==> src/qmtc_pkg.sv <==
package qmtc_pkg;

    // ---------------------------------------------------------------
    // register placement and field layout
    // ---------------------------------------------------------------
    localparam logic [3:0]  QMTC_WORD_BYTE_OFS = 4'h8;  // bytes 11:8
    localparam int          QMTC_BYTES         = 4;
    localparam int          QMTC_PRIV_BIT      = 29;
    localparam int          QMTC_IDEN_BIT      = 28;
    localparam int          QMTC_ID_HI         = 27;
    localparam int          QMTC_ID_LO         = 8;
    localparam int          QMTC_ID_W          = 20;
    localparam int          QMTC_PRIO_HI       = 7;
    localparam int          QMTC_PRIO_LO       = 4;
    localparam int          QMTC_PRIO_W        = 4;
    localparam int          QMTC_PRS_DIS_BIT   = 3;
    localparam int          QMTC_ATS_DIS_BIT   = 2;
    localparam int          QMTC_FBE_BIT       = 1;
    localparam int          QMTC_MODE_BIT      = 0;
    localparam logic [31:0] QMTC_WORD_RESET    = 32'h0000_0000;
    // bits 31:30 are reserved and read as zero
    localparam logic [31:0] QMTC_WORD_MASK     = 32'h3fff_ffff;

    // queue mode encodings
    localparam logic        QMTC_MODE_SHARED    = 1'b0;
    localparam logic        QMTC_MODE_DEDICATED = 1'b1;

    // ---------------------------------------------------------------
    // enable-time consistency error bits
    // ---------------------------------------------------------------
    localparam int          QMTC_ERR_W         = 6;
    localparam int          QMTC_ERR_PRIV      = 0;
    localparam int          QMTC_ERR_IDEN_CAP  = 1;
    localparam int          QMTC_ERR_SHR_IDEN  = 2;
    localparam int          QMTC_ERR_PRIO_ZERO = 3;
    localparam int          QMTC_ERR_PRS_FBE   = 4;
    localparam int          QMTC_ERR_PRS_LOG   = 5;

    typedef enum logic {
        QMTC_ST_DISABLED,
        QMTC_ST_ENABLED
    } qmtc_state_e;

    // device capability and pcie enable bundle
    typedef struct packed {
        logic priority_support;
        logic prs_support;
        logic ats_support;
        logic fault_block_support;
        logic pasid_enable;
        logic priv_mode_enable;
        logic ats_enable;
        logic prs_enable;
        logic event_log_enable;
    } qmtc_caps_s;

    // per-descriptor attributes handed to the engine
    typedef struct packed {
        logic                 priv;
        logic [QMTC_ID_W-1:0] pasid;
        logic                 pasid_valid;
        logic                 use_ats;
        logic                 use_prs;
        logic                 block_on_fault;
    } qmtc_desc_s;

endpackage

==> src/qmtc_checker.sv <==
`timescale 1ns/1ps

// combinational consistency checks run when the queue is enabled
module qmtc_checker (
    // stored configuration word
    input  wire logic [31:0]                    cfg_word,
    // capability bundle
    input  wire qmtc_pkg::qmtc_caps_s           caps,
    // one bit per failed check
    output logic [qmtc_pkg::QMTC_ERR_W-1:0]     err
);
    import qmtc_pkg::*;

    logic ded;
    logic iden;

    assign ded  = (cfg_word[QMTC_MODE_BIT] == QMTC_MODE_DEDICATED);
    assign iden = cfg_word[QMTC_IDEN_BIT];

    // each term catches a setting that software was obliged to avoid
    always_comb begin
        err = '0;
        err[QMTC_ERR_PRIV]      = ded && iden && !caps.priv_mode_enable
                                  && cfg_word[QMTC_PRIV_BIT];
        err[QMTC_ERR_IDEN_CAP]  = iden && !caps.pasid_enable;
        err[QMTC_ERR_SHR_IDEN]  = !ded && !iden;
        err[QMTC_ERR_PRIO_ZERO] = caps.priority_support
            && (cfg_word[QMTC_PRIO_HI:QMTC_PRIO_LO] == '0);
        err[QMTC_ERR_PRS_FBE]   = cfg_word[QMTC_PRS_DIS_BIT]
                                  && cfg_word[QMTC_FBE_BIT];
        err[QMTC_ERR_PRS_LOG]   = cfg_word[QMTC_PRS_DIS_BIT]
                                  && !caps.event_log_enable;
    end

endmodule // qmtc_checker

==> src/qmtc_top.sv <==
// How it works
// - dedicated queue with identifier enabled stamps stored privilege.
// - descriptors carry identifier tag only while identifier enable is set.
// - 20-bit identifier used in dedicated mode with identifier enable set, ignored otherwise.
// - priority field honoured only when priority support is advertised.
// - page requests follow pcie enable unless page-request disable is set.
// - page-request disable forbids page requests; blocking enable clear.
// - page-request disable hardwired zero without support; needs event log.
// - translation-service disable overrides pcie enable for this queue.
// - translation-service disable reads zero without per-queue support.
// - fault-blocking off means faults stop and are reported.
// - fault-blocking on lets each descriptor flag pick fault handling.
// - fault-blocking enable reserved without support or page request enable.
// - bit 0 selects shared (0) or dedicated (1) mode.
// - configuration fields writable only while the queue is disabled.
// - writes to read-only fields are discarded.
// - consistency checks run when the queue is enabled.
`timescale 1ns/1ps

module qmtc_top (
    // clock and reset
    input  wire logic                          mclk,
    input  wire logic                          rst_b,
    // configuration word access
    input  wire logic                          cfg_wr_en,
    input  wire logic [qmtc_pkg::QMTC_BYTES-1:0] cfg_be,
    input  wire logic [31:0]                   cfg_wdata,
    output logic [31:0]                        cfg_rdata,
    // capabilities and pcie enables
    input  wire qmtc_pkg::qmtc_caps_s          caps,
    // queue control
    input  wire logic                          enable_req,
    input  wire logic                          disable_req,
    output logic                               queue_enabled,
    output logic                               enable_err,
    output logic [qmtc_pkg::QMTC_ERR_W-1:0]    enable_err_code,
    // descriptor input
    input  wire logic                          desc_valid,
    input  wire logic                          desc_sub_priv,
    input  wire logic [qmtc_pkg::QMTC_ID_W-1:0] desc_sub_pasid,
    input  wire logic                          desc_fault_flag,
    // descriptor output
    output logic                               out_valid,
    output qmtc_pkg::qmtc_desc_s               out_desc,
    output logic [qmtc_pkg::QMTC_PRIO_W-1:0]   out_priority,
    // page fault handling
    input  wire logic                          fault_in,
    input  wire logic                          fault_desc_flag,
    output logic                               fault_block,
    output logic                               fault_stop
);
    import qmtc_pkg::*;

    // ---------------------------------------------------------------
    // storage and state
    // ---------------------------------------------------------------
    logic [31:0]             cfg_r;
    qmtc_state_e             state_r;
    logic                    err_r;
    logic [QMTC_ERR_W-1:0]   err_code_r;
    logic                    out_valid_r;
    qmtc_desc_s              out_desc_r;
    logic [QMTC_PRIO_W-1:0]  out_prio_r;
    logic                    fault_block_r;
    logic                    fault_stop_r;
    logic [31:0]             wr_mask;
    logic [QMTC_ERR_W-1:0]   chk_err;
    logic                    wr_open;

    // decoded fields
    logic                    ded;
    logic                    iden;
    logic                    id_used;
    logic                    fbe_eff;
    qmtc_desc_s              desc_nxt;

    assign wr_open = (state_r == QMTC_ST_DISABLED);

    // ---------------------------------------------------------------
    // write mask: byte lanes, reserved bits, hardwired fields
    // ---------------------------------------------------------------
    // byte enables let software use 1-, 2- or 4-byte sub-writes
    genvar gb;
    generate
        for (gb = 0; gb < QMTC_BYTES; gb++) begin : g_lane
            assign wr_mask[gb*8 +: 8] = {8{cfg_be[gb]}};
        end
    endgenerate

    // unsupported page-request and translation-service disables are forced to
    // zero at write time so that a read of those bits returns what the hardware acts on
    function automatic logic [31:0] hardwire(input logic [31:0] w,
                                             input qmtc_caps_s c);
        logic [31:0] v;
        v = w & QMTC_WORD_MASK;
        if (!c.prs_support) begin
            v[QMTC_PRS_DIS_BIT] = 1'b0;
        end
        if (!c.ats_support) begin
            v[QMTC_ATS_DIS_BIT] = 1'b0;
        end
        return v;
    endfunction

    // word update, dropped entirely while the queue is enabled
    always_ff @(posedge mclk or negedge rst_b) begin
        if (!rst_b) begin
            cfg_r <= QMTC_WORD_RESET;
        end else if (cfg_wr_en && wr_open) begin
            cfg_r <= hardwire((cfg_r & ~wr_mask) | (cfg_wdata & wr_mask),
                              caps);
        end
    end

    assign cfg_rdata = cfg_r;

    // ---------------------------------------------------------------
    // field decode
    // ---------------------------------------------------------------
    assign ded     = (cfg_r[QMTC_MODE_BIT] == QMTC_MODE_DEDICATED);
    assign iden    = cfg_r[QMTC_IDEN_BIT];
    assign id_used = ded && iden;
    // reserved without support or without page request enable
    assign fbe_eff = cfg_r[QMTC_FBE_BIT] && caps.fault_block_support
                     && caps.prs_enable;

    // ---------------------------------------------------------------
    // queue enable and consistency checking
    // ---------------------------------------------------------------
    qmtc_checker u_checker (
        .cfg_word (cfg_r),
        .caps     (caps),
        .err      (chk_err)
    );

    // a failed check leaves the queue disabled and latches the cause
    always_ff @(posedge mclk or negedge rst_b) begin
        if (!rst_b) begin
            state_r    <= QMTC_ST_DISABLED;
            err_r      <= 1'b0;
            err_code_r <= '0;
        end else begin
            case (state_r)
                QMTC_ST_DISABLED: begin
                    if (enable_req) begin
                        err_code_r <= chk_err;
                        err_r      <= |chk_err;
                        if (chk_err == '0) begin
                            state_r <= QMTC_ST_ENABLED;
                        end
                    end
                end
                QMTC_ST_ENABLED: begin
                    if (disable_req) begin
                        state_r <= QMTC_ST_DISABLED;
                    end
                end
                default: begin
                    state_r <= QMTC_ST_DISABLED;
                end
            endcase
        end
    end

    assign queue_enabled   = (state_r == QMTC_ST_ENABLED);
    assign enable_err      = err_r;
    assign enable_err_code = err_code_r;

    // ---------------------------------------------------------------
    // descriptor attribute stamping
    // ---------------------------------------------------------------
    // shared queues take identity from the submission itself
    always_comb begin
        desc_nxt = '0;
        if (id_used) begin
            desc_nxt.priv  = cfg_r[QMTC_PRIV_BIT];
            desc_nxt.pasid = cfg_r[QMTC_ID_HI:QMTC_ID_LO];
        end else if (!ded) begin
            desc_nxt.priv  = desc_sub_priv;
            desc_nxt.pasid = desc_sub_pasid;
        end
        desc_nxt.pasid_valid    = iden;
        desc_nxt.use_ats        = caps.ats_enable
                                  && !cfg_r[QMTC_ATS_DIS_BIT];
        desc_nxt.use_prs        = caps.prs_enable
                                  && !cfg_r[QMTC_PRS_DIS_BIT];
        // flag is reserved when blocking is off, so it is masked
        desc_nxt.block_on_fault = desc_nxt.use_prs && fbe_eff
                                  && desc_fault_flag;
    end

    // descriptors are only accepted while the queue is enabled
    always_ff @(posedge mclk or negedge rst_b) begin
        if (!rst_b) begin
            out_valid_r <= 1'b0;
            out_desc_r  <= '0;
            out_prio_r  <= '0;
        end else begin
            out_valid_r <= desc_valid && queue_enabled;
            if (desc_valid && queue_enabled) begin
                out_desc_r <= desc_nxt;
                out_prio_r <= caps.priority_support
                    ? cfg_r[QMTC_PRIO_HI:QMTC_PRIO_LO] : '0;
            end
        end
    end

    assign out_valid    = out_valid_r;
    assign out_desc     = out_desc_r;
    assign out_priority = out_prio_r;

    // ---------------------------------------------------------------
    // page fault disposition
    // ---------------------------------------------------------------
    // block only if the queue allows it and the descriptor asks for it
    always_ff @(posedge mclk or negedge rst_b) begin
        if (!rst_b) begin
            fault_block_r <= 1'b0;
            fault_stop_r  <= 1'b0;
        end else begin
            fault_block_r <= fault_in && fbe_eff
                             && fault_desc_flag;
            fault_stop_r  <= fault_in
                             && !(fbe_eff && fault_desc_flag);
        end
    end

    assign fault_block = fault_block_r;
    assign fault_stop  = fault_stop_r;
endmodule // qmtc_top

==> config.mk <==
export PLATFORM = sky130hd
export DESIGN_NAME = qmtc_top
export DESIGN_NICKNAME = d
export VERILOG_FILES = /design/src/qmtc_pkg.sv /design/src/qmtc_checker.sv /design/src/qmtc_top.sv
export SDC_FILE = /design/constraint.sdc
export NUM_CORES = 1
export LEC_CHECK = 0
export ABC_AREA = 1
export ABC_CLOCK_PERIOD_IN_PS = 1100
export BUFFER_PORTS_ARGS = -buffer_cell sky130_fd_sc_hd__buf_4
export CAP_MARGIN = 20
export CORE_MARGIN = 2
export CORE_UTILIZATION = 46
export CTS_CLUSTER_DIAMETER = 60
export DETAILED_ROUTE_END_ITERATION = 8
export GPL_TIMING_DRIVEN = 0
export PLACE_DENSITY = 0.77
export SYNTH_ARGS = -nofsm -noshare
export SYNTH_HDL_FRONTEND = slang
export SYNTH_HIERARCHICAL = 1
export SYNTH_SLANG_ARGS = --single-unit
==> constraint.sdc <==
create_clock -name mclk -period 1.1 [get_ports mclk]
set_input_delay 0.275 -clock mclk [delete_from_list [all_inputs] [get_ports mclk]]
set_output_delay 0.275 -clock mclk [all_outputs]
set_load 0.01 [all_outputs]
==> impl_results.md <==
* RSZ-0062 raised after global routing: yes
* Leading area contributor after synthesis: dfrtp_1
* Util after Layout at ~81%
* Area Growth Syn to Fin at 72.2%
* Post-synthesis sequential area ratio at 55.8%
* Largest stage delay on the critical path at roughly 440 ps
* Met1 Use GR at 33.4%
* Share of layout cells above drive strength 1 at 41.4%
* Startpoint types: register
* Fin cells at approximately 700
* Final wirelength at slightly above 10 mm
* Die area at ~0.0075 mm2
* Endpoint class of the critical path: output pin
* Placed cells at between 600 and 700
* Die Span Y at ~87 um
* CTS hold repair buffers at 0
* Syn Area/Cell at between 7 and 8 um2
* Status: finished, violations left
* Failing checks: setup timing
* Ant diodes at 0
* Clock-pin slew on the worst setup and hold paths at 70 ps
* Total negative setup slack at -3390 ps
* Clock share of power at between 10% and 20%
* Initial antenna violation count at 0
* # Max-Cap Violations at 0
* Final WS setup at -165 ps
* Detailed Routing Iterations Pass 1 at 4
* Number of remaining DRC errors at 0
* Yosys reg bits at 70
* RR Endpoint: queue_enabled$_DFF_PN0_
* CP delay by family, top: flip-flops
* Max clock buf depth at 2
* Io pins at between 100 and 150
* Yosys top cell area share at 55.8%
* Part of the power in combinational logic at about half
* Total Routing Usage GR at a little over a quarter
* Htree depth at 3
* Slew of the pin with the lowest slew margin at 882 ps
* Arrival @ worst endpoint at around 990 ps
* Power per cell area at 2500 mW/mm2
* Die Wd at just under 90 um
* Row count at 30
* Mapped cell area at roughly 0.0031 mm2
* Pin count of the biggest net entering global routing at 71
* Final Cycle Share at 115%
* CTS root buf: clkbuf_8
* TritonCTS Buffers at 9
* Pleak at between 0.003 and 0.004 uW
* Net Sw Frac at roughly a third
* Minimum clock period at about 1300 ps
* Starting density of the core at between 40% and 50%
* Total number of yosys warnings at 6
* Post-synthesis cell count at slightly above 400
* Hold Fails Final Rpt at 0
* First-pass GRT wire length at 15.1 mm
* Relative slew slack at 41.2%
* 1st-iter DRT viols at approximately 230
* Reg2reg path depth at 8
* Crit path max fanout at 2
* Tightest Hold Check Type: in2async
* Asr flop ratio synth at 100%
* CTS tree: built
* CP cell instances: buf_6 -> buf_6
* GRT overflow at 0
* DR WL/cell at between 10 and 15 um
* Req. time, crit path at around 820 ps
* Largest cells by area after synthesis: dfrtp_1 (56%), nand2_1 (28%), nand3_1 (4.0%), inv_1 (2.5%), nor2_1 (1.9%)
* Synth cell count leaders: nand2_1 (238), dfrtp_1 (70), nand3_1 (25)
* Type of the worst setup path: reg2out
* Max Clock Freq at ~790 MHz
* HPWL after DPL at 6.28 mm
* Sequential Power Share at 32.4%
* Top_reg_cell synth: dfrtp_1
* Vias in the first global route at roughly 3.2k
* Top-count cell post-synth: nand2_1
* Synth cell types at 17
* Worst Clk Skew at around 7.8 ps
* Input/output buffers at ~140
* Max-slew violations at 0
* Critical path depth at 2
* Met3 Use GR at around 5.0%
* Post-synth EDFFs at 0
* Power Internal at roughly 8800 uW
* Peak supply drop at approximately 1.3 mV
* Number of vias in the routed layout at 3,419
* Reg-to-reg setup timing slack at -100 ps
* Met2 Usage GRT at between 40 and 50%
* Final setup violation count at just under 100
* # nets final at around 700
* CTS Sinks at 70
* Core area at roughly 0.0067 mm2
* Cell mode on critical path: buf_6
* Vias per cell at roughly 4.9
* Critical-path top delay cell: dfrtp_2
* Crit path buffers/inverters at 2
* Clk Latency, worst-skew pair at between 300 and 400 ps
* Crit path to: cfg_rdata[28]
* Post-DRT Antenna Nets at 0
* GR peak layer: met2
* Switching Power at ~4800 uW
* Placer Congestion at 0.803
cell families (layout without fill, tap and decap cells):
logic type / count (synthesis) / count (layout) / synth area share, %
compound gates: 11 / 11 / 1.75
buf+inv: 39 / 250 / 5.74
flops: 70 / 70 / 55.8
other cells: 1 / 2 / 0.119
simple gates: 289 / 290 / 36.6
power by group through the flow:
| stage | Clock [uW] | Combinational (uW) | Sequential, uW |
|---|---|---|---|
| floorplan | 0 | 1750 | 4650 |
| detailed placement | 0 | 4430 | 4340 |
| CTS | 2430 | 6040 | 4340 |
| finish | 2410 | 6750 | 4380 |
| global placement | 0 | 4350 | 4300 |
| global route | 2570 | 7300 | 4470 |
layout make-up:
cell class | count | area, um2
tap | 80 | 100
multi-input combinational | 303 | 1330
fill | 455 | 1270
clock inverter | 3 | 65.1
clock buffer | 13 | 169
sequential | 70 | 1760
timing repair buffer | 196 | 1740
buffer | 14 | 140
inverter | 24 | 108
through the flow:
step                setup WS, ps  hold WS [ps]  total power (uW)  area, um2
global placement            -101           441              8660       4310
floorplan                   70.7         -20.6              6400       3140
finish                      -165          52.5             13500       5410
detailed placement          -144           444              8770       4310
CTS                         -174          81.7             12800       5160
global route                -191           119             14300       5410
worst register-to-register path: stages (launching register included):
cell     delay [ps]
dfrtp_2         400
buf_4           180
inv_1            70
nor3_2          180
inv_1            70
nand2_1          70
nor2_1           40
nand2_1          50
nand2_1          40
what timing repair did:
action	CTS	global route
gates resized for setup	100	34
endpoints found under the setup margin	126	135
setup buffers	35	19
pin swaps	0	53
cloned	0	1
cell usage in the layout (no fill, tap or decap):
master     synthesis  layout
clkinv_2           0       1
nor2_1            16      13
nand2_4            1       5
clkbuf_1           0       1
bufinv_16          0       2
nor3_2             1       1
clkbuf_8           0      12
or2_2              1       1
dfrtp_2            0       5
clkinv_8           0       1
inv_4              0       2
clkbuf_4           0       1
inv_1             21      20
inv_2              3       1
buf_6              0      81
dfrtp_1           70      65
nor3_1             1       1
nand2_8            0       2
nor2_4             0       5
nand3b_1           1       1
buf_4              6     127
o21ai_1            0       3
conb_1             1       2
nand2_2            3      10
nand2_1          238     226
o21ai_0           11       8
buf_2              9       1
nand3_1           25      25
per-layer routing:
layer / up-vias / share of wire [%]
li1: 1663 / -
met1: 1602 / 40
met2: 132 / 52
met3: 22 / 6.2
met4: 0 / 2.0
met5: - / 0
how the worst min path moves through the flow:
stage               start         to  slack [ps]
floorplan           rst_b  async pin         -20
global placement    rst_b  async pin         440
detailed placement  rst_b  async pin         440
CTS                 rst_b  async pin          80
global route        rst_b  async pin         120
finish              rst_b  async pin          50
Note: power is estimated with default switching activity, not from simulation.
